===== src/verilog/can_accept_pkg.sv =====
package can_accept_pkg;
    localparam logic [7:0] global_mask_high_offset = 8'h00;
    localparam logic [7:0] global_mask_low_offset = 8'h04;
    localparam logic [7:0] last_buffer_mask_high_offset = 8'h08;
    localparam logic [7:0] last_buffer_mask_low_offset = 8'h0c;
    localparam logic [7:0] interrupt_enable_offset = 8'h10;
    localparam logic [7:0] interrupt_pending_offset = 8'h14;
    localparam logic [7:0] interrupt_clear_offset = 8'h18;
    localparam logic [7:0] interrupt_code_enable_offset = 8'h1c;
    localparam logic [7:0] node_status_and_code_offset = 8'h20;
    localparam logic [7:0] config_offset = 8'h24;
    localparam logic [15:0] reg_reset = 16'h0000;
    localparam int error_bit = 15;
    localparam int node_state_lsb = 5;
    localparam int code_flag_bit = 4;
    localparam int num_buffers = 15;
    localparam int last_buffer = 14;
    localparam logic [1:0] resp_okay = 2'h0;
    localparam logic [1:0] resp_slverr = 2'h2;
endpackage

===== src/verilog/accept_if.sv =====
`timescale 1ns/1ps
interface accept_if;
    logic [28:0] rx_id;
    logic rx_ide;
    logic rx_rtr;
    logic rx_srr;
    logic [28:0] buf_id;
    logic buf_ide;
    logic buf_rtr;
    logic buf_srr;
    logic [31:0] mask;
    logic hit;
    logic [28:0] merged_id;
    modport engine (output rx_id, rx_ide, rx_rtr, rx_srr, buf_id, buf_ide, buf_rtr, buf_srr,
        mask, input hit, merged_id);
    modport filter (input rx_id, rx_ide, rx_rtr, rx_srr, buf_id, buf_ide, buf_rtr, buf_srr,
        mask, output hit, merged_id);
endinterface


===== src/verilog/accept_filter.sv =====
`timescale 1ns/1ps
module accept_filter (
    // Compare path
    accept_if.filter f
);
    // ----------------------------------------
    // Mask layout: {high 28:18,rtr,ide,17:15, low 14:0,extended_remote_mask}
    // ----------------------------------------
    logic [28:0] id_dc;
    logic rtr_dc;
    logic ide_dc;
    logic extended_remote_mask_dc;
    logic [28:0] used;
    logic [28:0] diff;
    logic ctl_ok;
    always_comb
    begin
        id_dc = {f.mask[31:21], f.mask[18:16], f.mask[15:1]};
        rtr_dc = f.mask[20];
        ide_dc = f.mask[19];
        extended_remote_mask_dc = f.mask[0];
        used = f.rx_ide ? 29'h1fffffff : {11'h7ff, 18'h00000};
        diff = (f.rx_id ^ f.buf_id) & ~id_dc & used;
        ctl_ok = (ide_dc || f.rx_ide == f.buf_ide)
            && (rtr_dc || (f.rx_ide ? f.rx_srr == f.buf_srr : f.rx_rtr == f.buf_rtr))
            && (!f.rx_ide || extended_remote_mask_dc || f.rx_rtr == f.buf_rtr);
        f.hit = (diff == 29'h0) && ctl_ok;
        f.merged_id = (f.buf_id & ~(id_dc & used)) | (f.rx_id & id_dc & used);
    end
endmodule


===== src/verilog/can_accept_mask_irq.sv =====
// The placing of the registers and the AXI4-Lite slave port were left to the implementer.
`timescale 1ns/1ps
module can_accept_mask_irq (
    // Clock and reset
    input wire logic aclk,
    input wire logic aresetn,
    // AXI4-Lite write
    input wire logic [7:0] s_axi_awaddr,
    input wire logic s_axi_awvalid,
    output logic s_axi_awready,
    input wire logic [31:0] s_axi_wdata,
    input wire logic [3:0] s_axi_wstrb,
    input wire logic s_axi_wvalid,
    output logic s_axi_wready,
    output logic [1:0] s_axi_bresp,
    output logic s_axi_bvalid,
    input wire logic s_axi_bready,
    // AXI4-Lite read
    input wire logic [7:0] s_axi_araddr,
    input wire logic s_axi_arvalid,
    output logic s_axi_arready,
    output logic [31:0] s_axi_rdata,
    output logic [1:0] s_axi_rresp,
    output logic s_axi_rvalid,
    input wire logic s_axi_rready,
    // Acceptance check from protocol engine
    input wire logic [28:0] rx_id,
    input wire logic rx_ide,
    input wire logic rx_rtr,
    input wire logic rx_srr,
    input wire logic [3:0] check_buffer,
    input wire logic [28:0] buf_id,
    input wire logic buf_ide,
    input wire logic buf_rtr,
    input wire logic buf_srr,
    output logic accept_hit,
    output logic [28:0] accept_id,
    // Events from protocol engine
    input wire logic [14:0] buffer_done,
    input wire logic bus_error,
    input wire logic error_counter_inc,
    input wire logic [2:0] node_state,
    // Interrupt request
    output logic irq
);
    // ----------------------------------------
    // Registers
    // ----------------------------------------
    logic [15:0] global_mask_high_q;
    logic [15:0] global_mask_low_q;
    logic [15:0] last_buffer_mask_high_q;
    logic [15:0] last_buffer_mask_low_q;
    logic [15:0] interrupt_enable_q;
    logic [15:0] interrupt_pending_q;
    logic [15:0] interrupt_code_enable_q;
    logic error_irq_type_q;
    logic [2:0] node_state_q;
    logic [2:0] node_state_prev_q;
    logic [4:0] code_q;
    logic [4:0] code_d;
    logic irq_d;
    logic [15:0] clear_d;
    logic err_event;
    logic [15:0] wval;
    logic aw_held_q;
    logic w_held_q;
    logic [7:0] awaddr_q;
    logic [31:0] wdata_q;
    logic [3:0] wstrb_q;
    logic do_write;
    logic [15:0] code_src;
    accept_if acc ();

    // ----------------------------------------
    // Acceptance filter
    // ----------------------------------------
    always_comb
    begin
        acc.rx_id = rx_id;
        acc.rx_ide = rx_ide;
        acc.rx_rtr = rx_rtr;
        acc.rx_srr = rx_srr;
        acc.buf_id = buf_id;
        acc.buf_ide = buf_ide;
        acc.buf_rtr = buf_rtr;
        acc.buf_srr = buf_srr;
        if (check_buffer == 4'(can_accept_pkg::last_buffer))
            acc.mask = {last_buffer_mask_high_q, last_buffer_mask_low_q};
        else
            acc.mask = {global_mask_high_q, global_mask_low_q};
    end

    accept_filter u_filter (
        .f(acc.filter)
    );

    always_ff @(posedge aclk)
    begin
        if (!aresetn)
        begin
            accept_hit <= 1'b0;
            accept_id <= 29'h0;
        end
        else
        begin
            accept_hit <= acc.hit;
            accept_id <= acc.merged_id;
        end
    end

    // ----------------------------------------
    // Write channel
    // ----------------------------------------
    assign do_write = aw_held_q && w_held_q && !s_axi_bvalid;

    always_ff @(posedge aclk)
    begin
        if (!aresetn)
        begin
            aw_held_q <= 1'b0;
            w_held_q <= 1'b0;
            awaddr_q <= 8'h00;
            wdata_q <= 32'h0;
            wstrb_q <= 4'h0;
            s_axi_awready <= 1'b0;
            s_axi_wready <= 1'b0;
            s_axi_bvalid <= 1'b0;
            s_axi_bresp <= can_accept_pkg::resp_okay;
        end
        else
        begin
            s_axi_awready <= !aw_held_q && !s_axi_awready && !s_axi_bvalid;
            s_axi_wready <= !w_held_q && !s_axi_wready && !s_axi_bvalid;
            if (s_axi_awvalid && s_axi_awready)
            begin
                aw_held_q <= 1'b1;
                awaddr_q <= s_axi_awaddr;
                s_axi_awready <= 1'b0;
            end
            if (s_axi_wvalid && s_axi_wready)
            begin
                w_held_q <= 1'b1;
                wdata_q <= s_axi_wdata;
                wstrb_q <= s_axi_wstrb;
                s_axi_wready <= 1'b0;
            end
            if (do_write)
            begin
                aw_held_q <= 1'b0;
                w_held_q <= 1'b0;
                s_axi_bvalid <= 1'b1;
                s_axi_bresp <= (awaddr_q > can_accept_pkg::config_offset
                    || awaddr_q[1:0] != 2'h0) ? can_accept_pkg::resp_slverr
                    : can_accept_pkg::resp_okay;
            end
            else if (s_axi_bvalid && s_axi_bready)
                s_axi_bvalid <= 1'b0;
        end
    end

    function automatic logic [15:0] merge16(input logic [15:0] old,
        input logic [31:0] data, input logic [3:0] strb);
        merge16 = {strb[1] ? data[15:8] : old[15:8], strb[0] ? data[7:0] : old[7:0]};
    endfunction

    assign wval = merge16(16'h0000, wdata_q, wstrb_q);

    always_ff @(posedge aclk)
    begin
        if (!aresetn)
        begin
            global_mask_high_q <= can_accept_pkg::reg_reset;
            global_mask_low_q <= can_accept_pkg::reg_reset;
            last_buffer_mask_high_q <= can_accept_pkg::reg_reset;
            last_buffer_mask_low_q <= can_accept_pkg::reg_reset;
            interrupt_enable_q <= can_accept_pkg::reg_reset;
            interrupt_code_enable_q <= can_accept_pkg::reg_reset;
            error_irq_type_q <= 1'b0;
        end
        else if (do_write)
        begin
            unique case (awaddr_q)
                can_accept_pkg::global_mask_high_offset:
                    global_mask_high_q <= merge16(global_mask_high_q, wdata_q, wstrb_q);
                can_accept_pkg::global_mask_low_offset:
                    global_mask_low_q <= merge16(global_mask_low_q, wdata_q, wstrb_q);
                can_accept_pkg::last_buffer_mask_high_offset:
                    last_buffer_mask_high_q <= merge16(last_buffer_mask_high_q, wdata_q,
                        wstrb_q);
                can_accept_pkg::last_buffer_mask_low_offset:
                    last_buffer_mask_low_q <= merge16(last_buffer_mask_low_q, wdata_q,
                        wstrb_q);
                can_accept_pkg::interrupt_enable_offset:
                    interrupt_enable_q <= merge16(interrupt_enable_q, wdata_q, wstrb_q);
                can_accept_pkg::interrupt_code_enable_offset:
                    interrupt_code_enable_q <= merge16(interrupt_code_enable_q, wdata_q,
                        wstrb_q);
                can_accept_pkg::config_offset:
                    if (wstrb_q[0])
                        error_irq_type_q <= wdata_q[0];
                default:
                    ;
            endcase
        end
    end

    // ----------------------------------------
    // Pending flags
    // ----------------------------------------
    always_comb
    begin
        clear_d = 16'h0000;
        if (do_write && awaddr_q == can_accept_pkg::interrupt_clear_offset)
            clear_d = wval;
        err_event = error_irq_type_q ? (error_counter_inc && node_state != node_state_prev_q)
            : bus_error;
    end

    always_ff @(posedge aclk)
    begin
        if (!aresetn)
        begin
            interrupt_pending_q <= can_accept_pkg::reg_reset;
            node_state_prev_q <= 3'h0;
            node_state_q <= 3'h0;
        end
        else
        begin
            node_state_prev_q <= node_state;
            node_state_q <= node_state;
            // Set wins over clear
            interrupt_pending_q <= (interrupt_pending_q & ~clear_d)
                | {err_event, buffer_done};
        end
    end

    // ----------------------------------------
    // Interrupt code and request
    // ----------------------------------------
    always_comb
    begin
        code_src = interrupt_pending_q & interrupt_code_enable_q;
        code_d = 5'h00;
        for (int i = can_accept_pkg::last_buffer; i >= 0; i--)
            if (code_src[i])
                code_d = {1'b1, 4'(i + 1)};
        if (code_src[can_accept_pkg::error_bit])
            code_d = 5'h10;
        irq_d = |(interrupt_pending_q & interrupt_enable_q);
    end

    always_ff @(posedge aclk)
    begin
        if (!aresetn)
        begin
            code_q <= 5'h00;
            irq <= 1'b0;
        end
        else
        begin
            code_q <= code_d;
            irq <= irq_d;
        end
    end

    // ----------------------------------------
    // Read channel
    // ----------------------------------------
    always_ff @(posedge aclk)
    begin
        if (!aresetn)
        begin
            s_axi_arready <= 1'b0;
            s_axi_rvalid <= 1'b0;
            s_axi_rdata <= 32'h0;
            s_axi_rresp <= can_accept_pkg::resp_okay;
        end
        else
        begin
            s_axi_arready <= !s_axi_arready && !s_axi_rvalid;
            if (s_axi_arvalid && s_axi_arready)
            begin
                s_axi_arready <= 1'b0;
                s_axi_rvalid <= 1'b1;
                s_axi_rresp <= can_accept_pkg::resp_okay;
                unique case (s_axi_araddr)
                    can_accept_pkg::global_mask_high_offset:
                        s_axi_rdata <= {16'h0, global_mask_high_q};
                    can_accept_pkg::global_mask_low_offset:
                        s_axi_rdata <= {16'h0, global_mask_low_q};
                    can_accept_pkg::last_buffer_mask_high_offset:
                        s_axi_rdata <= {16'h0, last_buffer_mask_high_q};
                    can_accept_pkg::last_buffer_mask_low_offset:
                        s_axi_rdata <= {16'h0, last_buffer_mask_low_q};
                    can_accept_pkg::interrupt_enable_offset:
                        s_axi_rdata <= {16'h0, interrupt_enable_q};
                    can_accept_pkg::interrupt_pending_offset:
                        s_axi_rdata <= {16'h0, interrupt_pending_q};
                    can_accept_pkg::interrupt_clear_offset:
                        s_axi_rdata <= 32'h0;
                    can_accept_pkg::interrupt_code_enable_offset:
                        s_axi_rdata <= {16'h0, interrupt_code_enable_q};
                    can_accept_pkg::node_status_and_code_offset:
                        s_axi_rdata <= {24'h0, node_state_q, code_q};
                    can_accept_pkg::config_offset:
                        s_axi_rdata <= {31'h0, error_irq_type_q};
                    default:
                    begin
                        s_axi_rdata <= 32'h0;
                        s_axi_rresp <= can_accept_pkg::resp_slverr;
                    end
                endcase
            end
            else if (s_axi_rvalid && s_axi_rready)
                s_axi_rvalid <= 1'b0;
        end
    end
endmodule


===== config.mk =====
export PLATFORM = sky130hd
export DESIGN_NAME = can_accept_mask_irq
export DESIGN_NICKNAME = d
export VERILOG_FILES = /design/src/verilog/can_accept_pkg.sv /design/src/verilog/accept_if.sv /design/src/verilog/accept_filter.sv /design/src/verilog/can_accept_mask_irq.sv
export SDC_FILE = /design/constraint.sdc
export NUM_CORES = 1
export LEC_CHECK = 0
export BUFFER_PORTS_ARGS = -buffer_cell sky130_fd_sc_hd__buf_4
export CAP_MARGIN = 0
export CORE_UTILIZATION = 40
export DETAILED_ROUTE_END_ITERATION = 6
export GPL_TIMING_DRIVEN = 0
export PLACE_DENSITY_LB_ADDON = 0.25
export RECOVER_POWER = 100
export SLEW_MARGIN = 20
export SYNTH_ARGS = -nofsm -noshare
export SYNTH_HDL_FRONTEND = slang
export SYNTH_SLANG_ARGS = --single-unit

===== constraint.sdc =====
create_clock -name aclk -period 1.63 [get_ports aclk]
set_input_delay 0.163 -clock aclk [delete_from_list [all_inputs] [get_ports aclk]]
set_output_delay 0.163 -clock aclk [all_outputs]
set_load 0.01 [all_outputs]

==> flow_metrics.tcl, run 1 <==
set metrics [dict create \
    fin_worst_skew_ns 0.0121 \
    multi_input_area_um2 6080 \
    coreArea_um2 25100 \
    rows 58 \
    grt_pass1_vias 9390 \
    port_buffers 178 \
    start_util_pct 40.7 \
    reg2reg_from "last_buffer_mask_low_q[7]$_SDFFE_PN0P_" \
    wl_um 38300 \
    register_area_um2 4100 \
    hold_path_class "input port to register" \
    clk_pin_slew_worst_paths_ns 0.06 \
    fin_crit_ns 1.72 \
    synth_ff_type "dfxtp_1" \
    clk_latency_ns 0.53 \
    path_max_fanout 3 \
    gp_congestion 0.967 \
    num_antenna_cells 0 \
    fp.dieArea_um2 26200 \
    num_vias 9813 \
    ir_worst_vdd_uv 634 \
    powerDensity_nw_per_um2 845 \
    synthTopCellsByArea "dfxtp_1, mux2i_1, nor2b_1, nand2_1, nand3_1" \
    hold_start "s_axi_awvalid" \
    grt-ovfl-total 0 \
    cp-end-kind "register" \
    htree_levels 1 \
    yosys.cell_count.top_type "dfxtp_1" \
    root_buffer "clkbuf_16" \
    fp.dieW_um 162 \
    track_usage_pct 28.3 \
    worstHoldPathCells 3 \
    setup_violations 26 \
    die_y_um 162 \
    synthTopCellsByCount "dfxtp_1, nand2_1, mux2i_1, nor2b_1, nand3_1" \
    yosysWarnings 0 \
    tightestPinTransition_ns 0.883 \
    ioPinCount 219 \
    arrival_ns 2.14 \
    numCtsBuffers 25 \
    violations "setup timing" \
    drive_above_1_share_pct 24.6 \
    rsz0062_at_grt "true" \
    hold_viol_final 0 \
    max_freq_mhz 581 \
    p_total_w 0.0123 \
    start_kind "register" \
    drv_slew 0 \
    grt_first_pass_wirelength_um 55800 \
    worst_ep_required_time_ns 2.05 \
    wl_per_cell_um 20.8 \
    status "finished with violations" \
    crit_type "register to register" \
    synth.avg_cell_area_um2 8.96 \
    clk_path_buf_depth 3 \
    relSlewSlack_pct 41.1 \
    synth.cell_area_um2 10200 \
    p_leak_nw 6.04 \
    postRouteAntennaNets 0 \
    synthArstFlopShare_pct 0 \
    yosysUniqueCellTypes 65 \
    startpoint "last_buffer_mask_low_q[7]$_SDFFE_PN0P_" \
    seq_area_frac_synth_pct 39.8 \
    cts_num_sinks 203 \
    syn_inst 1140 \
    drt_iter0_markers 643 \
    grt_max_degree 13 \
    viasPerCell 5.33 \
    syn2layout_area_growth_pct 42.8 \
    hold_slack_ns 0.0674 \
    synth_edf_count 0 \
    antenna_found_initial 2 \
    place_ws_ns -0.591 \
    setup_slack_ns -0.0920 \
    netlist.area_leader.share_pct 39.8 \
    maxCapViolCount 0 \
    nFillCells 2308 \
    synth_seq_cells 203 \
    fin_nets 1641 \
    synth_top_area_cell "dfxtp_1" \
    reg2reg_depth 4 \
    drt_first_pass_iters 5 \
    drc 0 \
    period_share_pct 106 \
    dpl.hpwl_um 27700 \
    cts_tree "yes" \
]
cells by family (layout without fill, tap and decap cells):
kind of cell / count (synthesis) / after routing / share of synthesized area [%]
muxes: 142 / 142 / 14.4
AOI/OAI and AO/OA: 224 / 224 / 15.5
xor gates and xnor gates: 35 / 35 / 3.00
buffers and inverters: 99 / 454 / 5.15
and+or+nand+nor: 436 / 436 / 22.2
DFF: 203 / 203 / 39.8
other: 1 / 18 / 0.0367
metal layers:
layer	global-route usage [%]	wire [um]	up-vias
met5	0	0	-
met4	12.0	1370	0
met3	4.39	2400	67
met2	45.5	17700	373
met1	37.6	16800	4695
li1	-	-	4678
cells in the final DEF (no fill, tap or decap), drive strengths merged, types with 5 or more instances in the layout:
master and n:
nor2b 124, buf 204, o21ai 32, mux2 8, nand4 5, a21oi 34
dlygate4sd3 106, inv 5, mux2i 131, nand3 71, dfxtp 203, a31oi 7
a22oi 28, a22o 15, nand2 166, clkbuf 134, and2 15, conb 18
nor2 23, nor3 11, a221oi 8, a21boi 71, xor2 34
path summary, 6_finish.rpt:
check,endpoint,slack (ns)
worst max-delay path,s_axi_rdata[7]$_SDFFE_PN0P_,-0.09
worst min register to register,s_axi_rdata[13]$_SDFFE_PN0P_,0.45
worst min-delay path,awaddr_q[2]$_SDFFE_PN0P_,0.07
worst max register to register,s_axi_rdata[7]$_SDFFE_PN0P_,-0.09
critical path, stage by stage (launching register included):
cell      delay (ns)
dfxtp_2         0.33
mux4_2          0.52
a222oi_1        0.51
o21ai_1         0.09
and2_1          0.17
stage by stage:
stage | cell area, um2 | utilization (%) | setup TNS (ns) | cells
4_1_cts | 14200 | 56.4 | -1.98 | 1827
3_3_place_gp | 12000 | 47.9 | -27.23 | 1665
3_5_place_dp | 12000 | 47.9 | -29.59 | 1665
6_report | 14600 | 58.1 | -0.940 | 1842
2_1_floorplan | 10300 | - | 0 | 1157
5_1_grt | 14600 | 58.1 | -5.36 | 1842
report_power, final:
group	internal (W)	total (W)	leakage (nW)	switching (W)
Clock	0.00335	0.00555	0.412	0.00219
Sequential	0.00509	0.00522	1.66	0.000125
Combinational	0.000779	0.00157	3.96	0.000788
final cells by class:
cell class / instances / share of cell area (%)
Multi-Input combinational cell: 855 / 41.7
Sequential cell: 203 / 28.1
Timing Repair Buffer: 311 / 17.6
Clock buffer: 38 / 5.17
Buffer: 95 / 4.00
Tap cell: 330 / 2.83
Clock inverter: 7 / 0.506
Inverter: 3 / 0.0772
timing repair:
| action | in CTS | in global routing |
|---|---|---|
| pin swaps | 7 | 36 |
| hold endpoints to repair | 76 | 0 |
| setup endpoints to repair | 126 | 143 |
| hold buffers | 106 | 0 |
| cloned | 0 | 3 |
| buffers inserted | 11 | 14 |
| gates resized for setup | 34 | 115 |
sequential cells by signal, indices dropped and copies added (netlist names), 8 cells and up:
signal and count:
accept_id 29, global_mask_high_q 16, global_mask_low_q 16, interrupt_code_enable_q 16, interrupt_enable_q 16, interrupt_pending_q 16
last_buffer_mask_high_q 16, last_buffer_mask_low_q 16, s_axi_rdata 16, wdata_q 16, awaddr_q 8
Note: power is estimated with default switching activity, not from simulation.
==> run 2, diff against run 1 <==
Clock period 1.63 ns to 2.23 ns, I/O delays scaled along.
==> run 2 against run 1 <==
Net effect: the run ends with hold timing left; global-route usage about the same; clock power decreased by 27%; clock-buffer cell count unchanged; core utilization decreased by 3.7 points; sequential cell count unchanged; wire length decreased by 2.2%.
==> flow_metrics.tcl, run 2 (synthesized netlist as in run 1, its figures left out) <==
set metrics [dict create \
    drc 0 \
    port_buffers 178 \
    postRouteAntennaNets 0 \
    antenna_found_initial 2 \
    rsz0062_at_grt "false" \
    syn2layout_area_growth_pct 33.6 \
    fin_cells 1815 \
    fp.dieW_um 162 \
    status "finished with violations" \
    grt_max_degree 13 \
    cts_num_sinks 203 \
    crit_buf_inv 4 \
    setup_violations 0 \
    arrival_ns 2.48 \
    crit_top_cell "mux2i_1" \
    period_share_pct 92.2 \
    crit_type "input port to register" \
    layout_commonest_cell "dfxtp_1" \
    hold_slack_ns -0.000307 \
    relSlewSlack_pct 24.2 \
    htree_levels 1 \
    rows 58 \
    start_kind "input port" \
    gp_congestion 0.967 \
    clk_path_buf_depth 3 \
    cts_tree "yes" \
    path_cells "clkbuf_4 > nand4b_4 > clkbuf_2 > buf_6 > mux2i_1 > mux2i_1 > dlygate4sd3_1 > nor2b_1" \
    top_register "accept_id" \
    track_usage_pct 28.3 \
    coreArea_um2 25100 \
    viasPerCell 5.32 \
    final_core_util_pct 54.3 \
    die_y_um 162 \
    wl_per_cell_um 20.6 \
    max_stage_delay_ns 0.57 \
    numCtsBuffers 25 \
    start_util_pct 40.7 \
    cp-end-kind "register" \
    grt_first_pass_wirelength_um 55700 \
    drt_iter0_markers 727 \
    fp.dieArea_um2 26200 \
    ir_worst_vdd_uv 473 \
    grt-ovfl-total 0 \
    slowest_stage "dlygate4sd3_1" \
    clk_latency_ns 0.53 \
    nFillCells 2426 \
    largest_reg_flops 29 \
    worst_ep_required_time_ns 2.66 \
    num_vias 9653 \
    tightestPinTransition_ns 1.13 \
    place_inst 1665 \
    dpl.hpwl_um 27700 \
    hold_viol_final 1 \
    max_freq_mhz 487 \
    maxCapViolCount 0 \
    register_area_um2 4060 \
    path_delay_family "buffers and inverters" \
    clk_pin_slew_worst_paths_ns 0.06 \
    violations "hold timing" \
    multi_input_area_um2 5660 \
    fin_nets 1612 \
    mostFrequentLayoutCells "dfxtp_1, nand2_1, buf_4" \
    drv_slew 0 \
    hold_path_class "input port to register" \
    ioPinCount 219 \
    drt_first_pass_iters 5 \
    powerDensity_nw_per_um2 653 \
    finalSetupTns_ns 0 \
    p_leak_nw 5.57 \
    grt_pass1_vias 9315 \
    root_buffer "clkbuf_16" \
    wl_um 37400 \
    fin_worst_skew_ns 0.0164 \
    fin_crit_ns 2.06 \
    drive_above_1_share_pct 16.0 \
    path_max_fanout 10 \
]
-- run 2: path summary, 6_finish.rpt --
kind                                             endpoint  depth (start not counted)                      start  slack, ns
setup / recovery                 accept_id[19]$_SDFF_PN0_                          8            check_buffer[0]       0.17
hold / removal                   accept_id[25]$_SDFF_PN0_                          3                 buf_id[25]    -0.0003
setup reg to reg  last_buffer_mask_high_q[5]$_SDFFE_PN0P_                          6   awaddr_q[5]$_SDFFE_PN0P_       0.23
hold reg to reg                  s_axi_arready$_SDFF_PP0_                          1  s_axi_rvalid$_SDFFE_PN0P_       0.44
-- run 2: power by group --
| part | internal (W) | switching, W | total [W] | leakage [nW] |
|---|---|---|---|---|
| clock network | 0.00245 | 0.00160 | 0.00405 | 0.412 |
| logic | 0.000515 | 0.000541 | 0.00106 | 3.50 |
| registers | 0.00372 | 0.0000815 | 0.00380 | 1.65 |
-- run 2: area by class of cell --
type                    instances  area share, %
diodes                          2         0.0367
plain buffers                  96           3.71
clock buffers                  38           5.53
clock inverters                 7          0.541
inverters                       3         0.0825
multi-input cells             855           41.5
flip-flops and latches        203           29.8
well taps                     330           3.03
repair buffers                281           15.8
-- run 2: tightest hold or removal path, cell delays in order --
cell and delay (ns):
buf_4 0.09, mux2i_1 0.07, nor2b_1 0.11
-- run 2: layer usage --
layer,global-route usage (%),routed length [um]
met3,4.16,2610
met4,11.4,1390
met1,37.8,16400
met2,45.8,17000
met5,0,0
-- run 2: repair_timing --
action | CTS | global route
setup buffers | 0 | 0
hold buffers | 103 | 0
endpoints found under the setup margin | 0 | 5
gates resized for setup | 0 | 1
hold endpoints to repair | 75 | 0
-- run 2: through the flow --
stage | hold slack [ns] | instance area [um2] | total power [W] | setup WS (ns)
after global routing | 0.00711 | 13600 | 0.00920 | 0.0845
after CTS | 0.000675 | 13900 | 0.00898 | 0.148
after detailed placement | 0.449 | 12000 | 0.00482 | -0.0515
final | -0.000307 | 13600 | 0.00891 | 0.175
after floorplan | 0.350 | 10300 | 0.00433 | 0.652
after global placement | 0.445 | 12000 | 0.00481 | -0.0612
